`src/rtl/diag_record_pkg.sv`:
```
// Purpose: Shared constants and carriers for the analog input diagnostic record
// Assumes: One 25 MHz clock, synchronous active-high reset
// Notes:   Byte positions are offsets inside the record, not bus addresses
package diag_record_pkg;

    // ==========================================================
    // Timing
    localparam int CLK_PERIOD_NS = 40;
    localparam int TICK_PERIOD_NS = 1000;
    localparam int CYC_PER_US = (TICK_PERIOD_NS + CLK_PERIOD_NS - 1) / CLK_PERIOD_NS;
    localparam logic [31:0] TICKER_RESET = 32'h0000_0000;

    // ==========================================================
    // Record set numbers and lengths
    localparam logic [7:0] REC_FULL = 8'h01;
    localparam logic [7:0] REC_SHORT = 8'h00;
    localparam logic [4:0] REC_FULL_LEN = 5'h14;
    localparam logic [4:0] REC_SHORT_LEN = 5'h04;

    // ==========================================================
    // Byte positions inside the record
    localparam logic [4:0] POS_SUMMARY = 5'h00;
    localparam logic [4:0] POS_CLASS = 5'h01;
    localparam logic [4:0] POS_RSVD = 5'h02;
    localparam logic [4:0] POS_EXTRA = 5'h03;
    localparam logic [4:0] POS_CHKIND = 5'h04;
    localparam logic [4:0] POS_DIAG_BITS_PER_CHANNEL = 5'h05;
    localparam logic [4:0] POS_CHANNEL_COUNT = 5'h06;
    localparam logic [4:0] POS_GROUP = 5'h07;
    localparam logic [4:0] POS_CH0 = 5'h08;
    localparam logic [4:0] POS_UNUSED = 5'h0c;
    localparam logic [4:0] POS_STAMP = 5'h10;

    // ==========================================================
    // Fixed record contents and reset values
    localparam logic [3:0] CLASS_ANALOG = 4'h5;
    localparam logic [7:0] CLASS_RESET = 8'h15;
    localparam logic [6:0] CHKIND_AIN = 7'h71;
    localparam logic [7:0] DIAG_BITS_PER_CHANNEL_VAL = 8'h08;
    localparam logic [7:0] CHANNEL_COUNT_VAL = 8'h04;
    localparam logic [7:0] BYTE_RESET = 8'h00;

    // ==========================================================
    // Field positions
    localparam int SUM_FAIL = 0;
    localparam int SUM_INT = 1;
    localparam int SUM_EXT = 2;
    localparam int SUM_CHAN = 3;
    localparam int SUM_AUX = 4;
    localparam int SUM_PARAM = 7;
    localparam int CLASS_CHINFO = 4;
    localparam int EXTRA_BUFOVF = 3;
    localparam int EXTRA_COMM = 4;
    localparam int EXTRA_LOST = 6;
    localparam int CHF_PARAM = 0;
    localparam int CHF_LOST = 5;
    localparam int CHF_UNDER = 6;
    localparam int CHF_OVER = 7;

    // Error sources of one channel
    typedef struct packed {
        logic param_err;
        logic irq_lost;
        logic under;
        logic over;
    } chan_err_s;

    // Module-wide error sources
    typedef struct packed {
        logic param_err;
        logic fail;
        logic internal;
        logic external;
        logic aux_missing;
        logic buf_ovf;
        logic comm_err;
        logic irq_lost;
    } mod_err_s;

endpackage

```
`src/rtl/us_ticker.sv`:
```
// Purpose: Free-running 32-bit microsecond counter
// Assumes: Clock period divides the microsecond closely enough
// Notes:   Wraps naturally after the all-ones count
`timescale 1ns/10ps
module us_ticker
    import diag_record_pkg::*;
(
    // Clock and reset
    input  wire logic        core_clk,
    input  wire logic        sys_rst,
    // Count
    output logic [31:0]      ticks
);

    localparam logic [4:0] DIV_LAST = 5'(CYC_PER_US - 1);

    logic [4:0] div_cnt;
    logic       us_en;

    // ==========================================================
    // Divider: one-cycle enable per microsecond
    always_ff @(posedge core_clk)
    begin
        if (sys_rst || us_en)
            div_cnt <= 5'h00;
        else
            div_cnt <= div_cnt + 5'h01;
    end

    assign us_en = (div_cnt == DIV_LAST);

    // Counter from zero at reset, rolls over to zero
    always_ff @(posedge core_clk)
    begin
        if (sys_rst)
            ticks <= TICKER_RESET;
        else if (us_en)
            ticks <= ticks + 32'h0000_0001;
    end

endmodule

```
`src/rtl/diag_window.sv`:
```
// Purpose: Incoming/going tracking for one diagnostic source
// Assumes: Flag inputs are on core_clk
// Notes:   Flags freeze while the window is open
`timescale 1ns/10ps
module diag_window
    import diag_record_pkg::*;
#(
    parameter int W = 8
)
(
    // Clock and reset
    input  wire logic         core_clk,
    input  wire logic         sys_rst,
    // Source
    input  wire logic         enable,
    input  wire logic [W-1:0] flags,
    // Result
    output logic              active,
    output logic [W-1:0]      held,
    output logic              incoming,
    output logic              going
);

    logic cause;

    assign cause = enable && (flags != '0);

    // Window open from cause until it disappears
    always_ff @(posedge core_clk)
    begin
        if (sys_rst)
            active <= 1'b0;
        else
            active <= cause;
    end

    // Snapshot only at the opening; later events are dropped
    always_ff @(posedge core_clk)
    begin
        if (sys_rst)
            held <= '0;
        else if (cause && !active)
            held <= flags;
        else if (!cause)
            held <= '0;
    end

    assign incoming = cause && !active;
    assign going = !cause && active;

endmodule

```
`src/rtl/analog_input_diag_record.sv`:
```
// Purpose: Diagnostic record and timestamps of a four-channel analog input module
// Assumes: All error sources come from logic on core_clk
// Notes:   Record read answers one cycle after the request
//
// What this block does
// - 32-bit microsecond counter starts at zero, wraps to zero.
// - Hardware interrupt timestamp holds counter low 16 bits at the event.
// - Diagnostic interrupts only when enabled by parameters.
// - Incoming interrupt on cause, going interrupt automatically when cause clears.
// - Events on a channel inside its open window are discarded.
// - Fault indicator on from first incoming until last going.
// - Full record as set 01h; first four bytes as set 00h.
// - Summary byte: bits 0,1,2,3,4,7 for the module error kinds.
// - Class byte: 0101b in bits 3..0, bit 4 channel info present.
// - Extra byte: bit 3 buffer overflow, 4 communication, 6 lost interrupt.
// - Channel type byte reads analog input code 71h, bit 7 reserved.
// - Diagnostic bits per channel byte reads 08h.
// - Channel count byte reads 04h.
// - Group error byte bit n for channel group n, upper bits zero.
// - Channel byte: bit 0 parameter, 5 lost, 6 underflow, 7 overflow.
// - Four-byte diagnostic timestamp holds full counter at the diagnostic.
`timescale 1ns/10ps
module analog_input_diag_record
    import diag_record_pkg::*;
#(
    parameter int NCH = 4
)
(
    // Clock and reset
    input  wire logic              core_clk,
    input  wire logic              sys_rst,
    // Parameterisation
    input  wire logic              diag_irq_enable,
    // Error sources
    input  wire chan_err_s [NCH-1:0] chan_err,
    input  wire mod_err_s          mod_err,
    input  wire logic              hw_irq_event,
    // Record read port
    input  wire logic              rec_rd,
    input  wire logic [7:0]        record_set_number,
    input  wire logic [4:0]        rec_byte,
    output logic [7:0]             rec_data,
    output logic                   rec_valid,
    output logic                   rec_err,
    // Interrupts and indicator
    output logic                   diag_irq_incoming,
    output logic                   diag_irq_going,
    output logic                   module_fault_indicator,
    output logic [15:0]            interrupt_time_low,
    output logic [31:0]            diag_timestamp
);

    logic [31:0]      ticks;
    // Window tracker results
    logic [NCH-1:0]   ch_active;
    logic [NCH-1:0]   ch_inc;
    logic [NCH-1:0]   ch_go;
    logic [7:0]       ch_held [NCH];
    logic [7:0]       ch_flags [NCH];
    logic             mod_active;
    logic             mod_inc;
    logic             mod_go;
    logic [7:0]       mod_held;
    logic             any_inc;
    logic             any_go;
    // Record bytes, built from the snapshots or fixed
    logic [7:0]       module_diag_summary;
    logic [7:0]       module_class_info;
    logic [7:0]       extra_diag_flags;
    logic [7:0]       channel_kind_code;
    logic [7:0]       channel_group_faults;
    logic             chan_any;
    logic             param_any;
    // Read path
    logic [7:0]       next_rec_data;
    logic             next_rec_err;

    // ==========================================================
    // Microsecond ticker
    // Shared by both timestamps so they agree on one moment
    us_ticker i_us_ticker
    (
        .core_clk (core_clk),
        .sys_rst  (sys_rst),
        .ticks    (ticks)
    );

    // ==========================================================
    // Hardware interrupt timestamp
    // Only the low half fits the two-byte field
    // Only the latest event is kept; an unread older stamp is overwritten
    always_ff @(posedge core_clk)
    begin
        if (sys_rst)
            interrupt_time_low <= 16'h0000;
        else if (hw_irq_event)
            interrupt_time_low <= ticks[15:0];
    end

    // ==========================================================
    // Per-channel flag bytes, reserved bits tied low
    // Bits 4..1 stay zero, a channel has no such causes
    always_comb
    begin
        for (int i = 0; i < NCH; i++)
        begin
            ch_flags[i] = BYTE_RESET;
            ch_flags[i][CHF_PARAM] = chan_err[i].param_err;
            ch_flags[i][CHF_LOST] = chan_err[i].irq_lost;
            ch_flags[i][CHF_UNDER] = chan_err[i].under;
            ch_flags[i][CHF_OVER] = chan_err[i].over;
        end
    end

    // One window tracker per channel
    // Each channel closes on its own; a busy channel cannot mask another
    for (genvar g = 0; g < NCH; g++)
    begin : g_chan
        diag_window #(.W(8)) i_diag_window
        (
            .core_clk (core_clk),
            .sys_rst  (sys_rst),
            .enable   (diag_irq_enable),
            .flags    (ch_flags[g]),
            .active   (ch_active[g]),
            .held     (ch_held[g]),
            .incoming (ch_inc[g]),
            .going    (ch_go[g])
        );
    end

    // Module-wide causes share the same window behaviour
    diag_window #(.W(8)) i_diag_window
    (
        .core_clk (core_clk),
        .sys_rst  (sys_rst),
        .enable   (diag_irq_enable),
        .flags    (mod_err),
        .active   (mod_active),
        .held     (mod_held),
        .incoming (mod_inc),
        .going    (mod_go)
    );

    // ==========================================================
    // Interrupt pulses
    // Several sources in one cycle merge into one pulse
    // A going of one source and an incoming of another may share a cycle
    assign any_inc = (|ch_inc) || mod_inc;
    assign any_go = (|ch_go) || mod_go;

    always_ff @(posedge core_clk)
    begin
        if (sys_rst)
        begin
            diag_irq_incoming <= 1'b0;
            diag_irq_going <= 1'b0;
        end
        else
        begin
            diag_irq_incoming <= any_inc;
            diag_irq_going <= any_go;
        end
    end

    // Indicator stays on while any window is open
    // Registered from the windows, so it stays on through the going pulse
    // and drops one cycle later
    always_ff @(posedge core_clk)
    begin
        if (sys_rst)
            module_fault_indicator <= 1'b0;
        else
            module_fault_indicator <= (|ch_active) || mod_active || any_inc;
    end

    // ==========================================================
    // Diagnostic timestamp, full counter at an incoming event
    // A later source overwrites it; the host sees the newest incoming
    always_ff @(posedge core_clk)
    begin
        if (sys_rst)
            diag_timestamp <= TICKER_RESET;
        else if (any_inc)
            diag_timestamp <= ticks;
    end

    // ==========================================================
    // Summary and group bytes from the held snapshots
    // Derived, not stored, so they clear together with the windows
    always_comb
    begin
        chan_any = 1'b0;
        param_any = mod_held[7];
        channel_group_faults = BYTE_RESET;
        for (int i = 0; i < NCH; i++)
        begin
            channel_group_faults[i] = (ch_held[i] != BYTE_RESET);
            chan_any = chan_any || (ch_held[i] != BYTE_RESET);
            param_any = param_any || ch_held[i][CHF_PARAM];
        end
    end

    // mod_held order follows mod_err_s, param_err highest
    always_comb
    begin
        module_diag_summary = BYTE_RESET;
        module_diag_summary[SUM_FAIL] = mod_held[6];
        module_diag_summary[SUM_INT] = mod_held[5];
        module_diag_summary[SUM_EXT] = mod_held[4];
        module_diag_summary[SUM_CHAN] = chan_any;
        module_diag_summary[SUM_AUX] = mod_held[3];
        module_diag_summary[SUM_PARAM] = param_any;
    end

    // Extra byte from the module snapshot
    always_comb
    begin
        extra_diag_flags = BYTE_RESET;
        extra_diag_flags[EXTRA_BUFOVF] = mod_held[2];
        extra_diag_flags[EXTRA_COMM] = mod_held[1];
        extra_diag_flags[EXTRA_LOST] = mod_held[0];
    end

    // Fixed identity bytes
    // Constant bytes cost no flip-flops
    always_comb
    begin
        module_class_info = BYTE_RESET;
        module_class_info[3:0] = CLASS_ANALOG;
        module_class_info[CLASS_CHINFO] = 1'b1;
        channel_kind_code = {1'b0, CHKIND_AIN};
    end

    // ==========================================================
    // Record byte select
    // Unknown sets and bytes past the end answer zero with error
    // Data is live: a window that closes between reads clears its byte
    // Timestamp bytes are little-endian, byte 16 holds bits 7:0
    always_comb
    begin
        next_rec_data = BYTE_RESET;
        next_rec_err = 1'b0;
        if (record_set_number == REC_FULL)
            next_rec_err = (rec_byte >= REC_FULL_LEN);
        else if (record_set_number == REC_SHORT)
            next_rec_err = (rec_byte >= REC_SHORT_LEN);
        else
            next_rec_err = 1'b1;
        if (!next_rec_err)
        begin
            if (rec_byte == POS_SUMMARY)
                next_rec_data = module_diag_summary;
            else if (rec_byte == POS_CLASS)
                next_rec_data = module_class_info;
            else if (rec_byte == POS_RSVD)
                next_rec_data = BYTE_RESET;
            else if (rec_byte == POS_EXTRA)
                next_rec_data = extra_diag_flags;
            else if (rec_byte == POS_CHKIND)
                next_rec_data = channel_kind_code;
            else if (rec_byte == POS_DIAG_BITS_PER_CHANNEL)
                next_rec_data = DIAG_BITS_PER_CHANNEL_VAL;
            else if (rec_byte == POS_CHANNEL_COUNT)
                next_rec_data = CHANNEL_COUNT_VAL;
            else if (rec_byte == POS_GROUP)
                next_rec_data = channel_group_faults;
            else if (rec_byte >= POS_CH0 && rec_byte < POS_UNUSED)
                next_rec_data = ch_held[rec_byte[1:0]];
            else if (rec_byte >= POS_STAMP)
                next_rec_data = diag_timestamp[8*rec_byte[1:0] +: 8];
            else
                next_rec_data = BYTE_RESET;
        end
    end

    // ==========================================================
    // Read answer registers
    // Data and error hold until the next request, for a slow host
    always_ff @(posedge core_clk)
    begin
        if (sys_rst)
        begin
            rec_data <= BYTE_RESET;
            rec_err <= 1'b0;
        end
        else if (rec_rd)
        begin
            rec_data <= next_rec_data;
            rec_err <= next_rec_err;
        end
    end

    // Answer strobe, one cycle after each request
    always_ff @(posedge core_clk)
    begin
        if (sys_rst)
            rec_valid <= 1'b0;
        else
            rec_valid <= rec_rd;
    end

endmodule

```
`config.mk`:
```
export PLATFORM = sky130hd
export DESIGN_NAME = analog_input_diag_record
export DESIGN_NICKNAME = d
export VERILOG_FILES = /design/src/rtl/diag_record_pkg.sv /design/src/rtl/us_ticker.sv /design/src/rtl/diag_window.sv /design/src/rtl/analog_input_diag_record.sv
export SDC_FILE = /design/constraint.sdc
export NUM_CORES = 1
export LEC_CHECK = 0
export ABC_AREA = 1
export BUFFER_PORTS_ARGS = -buffer_cell sky130_fd_sc_hd__clkbuf_2
export CORE_MARGIN = 2
export CORE_UTILIZATION = 56
export DETAILED_ROUTE_END_ITERATION = 10
export PLACE_DENSITY = 0.79
export SYNTH_ARGS = -nofsm -noshare
export SYNTH_HDL_FRONTEND = slang
export SYNTH_SLANG_ARGS = --single-unit
```
`constraint.sdc`:
```
create_clock -name core_clk -period 1.9 [get_ports core_clk]
set_input_delay 0.285 -clock core_clk [delete_from_list [all_inputs] [get_ports core_clk]]
set_output_delay 0.285 -clock core_clk [all_outputs]
set_load 0.1 [all_outputs]
```
==> summary.md <==
| Metric | Value |
|---|---|
| Rows | 38 |
| Crit path DAT | approximately 1500 ps |
| Core area | 10700 sq um |
| Filler cells | 974 |
| CTS tree | done |
| Fin. Hold Viols | 0 |
| Vias in the first global route | roughly 5.7k |
| Cell taking the most area after synthesis | dfxtp_1 |
| Worst Tran Pin Value | just under 700 ps |
| Leak | between 3 and 4 nW |
| Worst Clk Skew | ~10 ps |
| Clk_lat worst skew | about 520 ps |
| Antenna Cells | 0 |
| Root Buffer | clkbuf_8 |
| GP Congestion | 0.969 |
| Gr ovfl total | 0 |
| Setup_tns | 0 ps |
| Top_reg_cell synth | dfxtp_1 |
| Hold EP | g_chan[0].i_diag_window.held[5] |
| Reg2reg path depth | 9 |
| Pin count of the biggest net entering global routing | 63 |
| Crit path time final | 1740 ps |
| Worst Setup Path Type | register to output port |
| CTS Sinks | around 130 |
| Area of the multi-input gates | 3140 sq um |
| Final WL | around 17 mm |
| Combined flip-flop and latch cell area | between 2000 and 3000 sq um |
| Peak supply drop | between 0.6 and 0.7 mV |
| Seq/Total Area, Yosys | between 40% and 50% |
| Power density over cell area | ~950 nW/um^2 |
| Post-Syn Nets | approximately 950 |
| Status | finished clean |
| Die width | ~110 um |
| Layout Cells excl Fill | ~1.2k |
| Layout area overhead | 20.3% |
| Hold Crit Depth | 3 |
| Buffers added on ports | just over 100 |
| IO Count | roughly 100 |
| Unrepaired setup endpoints after global routing | false |
| Min-delay src | chan_err[2] |
| Critical R2R Launch | i_us_ticker.div_cnt[0] |
| Initial antenna violation count | 0 |
| CP Max Fanout | 3 |
| Post_cts resized | 0 |
| Worst-path cell chain | clkbuf_2 |
| # H-tree levels | 4 |
| Max Freq | approximately 580 MHz |
| Routed via count | about 6.4k |
| Routed Antenna Nets | 0 |
| Mapped cell area | 6120 sq um |
| Via-to-Cell Ratio | roughly 5.5 |
| FFs w/ async S/R, synth | 0% |
| Clock buffer depth | 2 |
| WP buf/inv | 1 |
| Number of enable flip-flop cells after synthesis | 0 |
| Die Footprint | roughly 12000 sq um |
| Post-Place Worst Slack | between 200 and 250 ps |
| Num CTS Buffers | 17 |
| Post-CTS Setup Repair Bufs | 0 |
| # DRC | 0 |
| Slowest-stage cell, CP | clkbuf_2 |
| Max-cap violation count | 0 |
| Synth top area share | slightly above 40% |
| Setup violators final | 0 |
| First-pass GRT wire length | between 20 and 30 mm |
| Share of cells above drive strength 1 | between 10% and 20% |
| Initial core utilization | about 57% |
| CP Launch Type | register |
| Syn_area_per_cell | between 6 and 7 sq um |
| Worst path max stage delay | ~500 ps |
| Unique masters post-synth | 41 |
| Drt wl/cell | 14.5 um |
| Chip Height | 109 um |
| Final period util | 91.3% |
| FF-to-FF End | i_us_ticker.ticks[18] |
| Max Transition Viols Final | 0 |
| Nets | 1055 |
| Post-Place Cells | ~1.1k |
| YS warnings | 0 |
| Detailed placement HPWL | approximately 12 mm |
| Worst Setup End Kind | output port |
| Slew headroom | between 50% and 60% |
| TritonRoute pass-1 iters | 6 |
| Initial DRC count | 711 |
| Top delay family on crit path | buffers and inverters |
| FF+latch count, synth | between 100 and 150 |
| Reg clk slew, reported paths | 60 ps |
| Top cells by area, synth | dfxtp_1 42%, nand2_1 15%, nor2_1 9.7%, a21oi_1 6.2%, o21ai_0 5.6% |
| Worst setup margin | between 150 and 200 ps |
| CP required | ~1600 ps |
| Syn Inst Count | between 900 and 1k |
| Hold Path Class | primary input to register |
| Hold buffers post-CTS | 0 |
| Tot GR Track Use | 29.2% |
| Reg2reg setup slack | around 190 ps |
[layout make-up]
type                       instances  area share (%)
clock buffer                      18            5.81
clock inverter                    14            2.43
inverter                          75            3.86
multi-input combinational        675            42.7
sequential                       127            34.5
tap                              140            2.38
timing repair buffer             114            8.32
[metrics by stage]
| stage | hold slack [ps] | util (%) | instance area (sq um) | power (mW) |
|---|---|---|---|---|
| 2_1_floorplan | 418 | - | 6120 | 3.51 |
| 3_3_place_gp | 449 | 62.9 | 6760 | 3.69 |
| 3_5_place_dp | 455 | 62.9 | 6760 | 3.69 |
| 4_1_cts | 8.70 | 68.5 | 7370 | 6.99 |
| 5_1_grt | 13.3 | 68.5 | 7370 | 7.20 |
| 6_report | 6.37 | 68.5 | 7370 | 6.99 |
[power by group]
group          switching [mW]  internal (mW)
Combinational           0.659          0.177
Clock                    1.28           2.06
Sequential             0.0651           2.75
[metal layers]
metal	track usage [%]	vias to the layer above	wire (um)
li1	-	3142	-
met1	42.1	2856	7840
met2	43.7	305	7160
met3	5.73	48	1430
met4	9.89	0	402
met5	0	-	0
[how the worst max path moves through the flow]
stage / startpoint / slack (ps) / depth (start not counted) / to
after floorplan: diag_timestamp[16] / 230 / 10 / rec_data[0]
after global placement: rec_byte[0] / 230 / 9 / rec_data[0]
after detailed placement: i_us_ticker.div_cnt[0] / 230 / 9 / i_us_ticker.ticks[17]
after CTS: diag_timestamp[29] / 160 / 1 / diag_timestamp[29]
after global routing: i_us_ticker.div_cnt[0] / 5 / 9 / i_us_ticker.ticks[17]
final: diag_timestamp[29] / 160 / 1 / diag_timestamp[29]
[placed cells by master (no fill, tap or decap), drive strengths merged, types with 3 or more instances in the layout]
master	count
bufinv	3
buf	12
o21ai	68
nand3b	6
nand3	30
xor2	6
nor3b	3
dfxtp	127
nand4	17
nor2	171
nor4	4
or2	4
a21oi	76
nand2	255
o211ai	4
inv	80
clkinv	4
clkbuf	120
nor3	19
ha	3
o22ai	3
[cell usage after synthesis, types with 6 or more instances]
library cell,n
nand3b_1,6
nand2_1,250
nor2_2,9
nand3_1,26
a21oi_1,76
nor3_1,12
nand4_1,16
xor2_1,6
inv_1,68
nor3_2,6
nor2_1,158
o21ai_0,68
buf_2,9
clkbuf_1,14
dfxtp_1,127
[cell families (layout without fill, tap and decap cells)]
family	Yosys count	after routing	share of synthesized area (%)
AND/OR/NAND/NOR	510	510	36.7
AO/OA/AOI/OAI	155	155	13.1
flip-flops	127	127	41.5
buffers and inverters	104	221	7.15
XOR/XNOR	7	7	1.00
adder cells (fa/ha/maj)	3	3	0.613
[registers in the layout, indices dropped and copies added, names as in the netlist]
register	cells
rec_valid	1
i_us_ticker.div_cnt	5
g_chan.i_diag_window.active	4
diag_irq_going	1
g_chan.i_diag_window.held	16
diag_timestamp	32
interrupt_time_low	16
rec_data	8
i_us_ticker.ticks	32
module_fault_indicator	1
rec_err	1
i_diag_window.active	1
i_diag_window.held	8
diag_irq_incoming	1
Power figures use the tool's default switching activity.
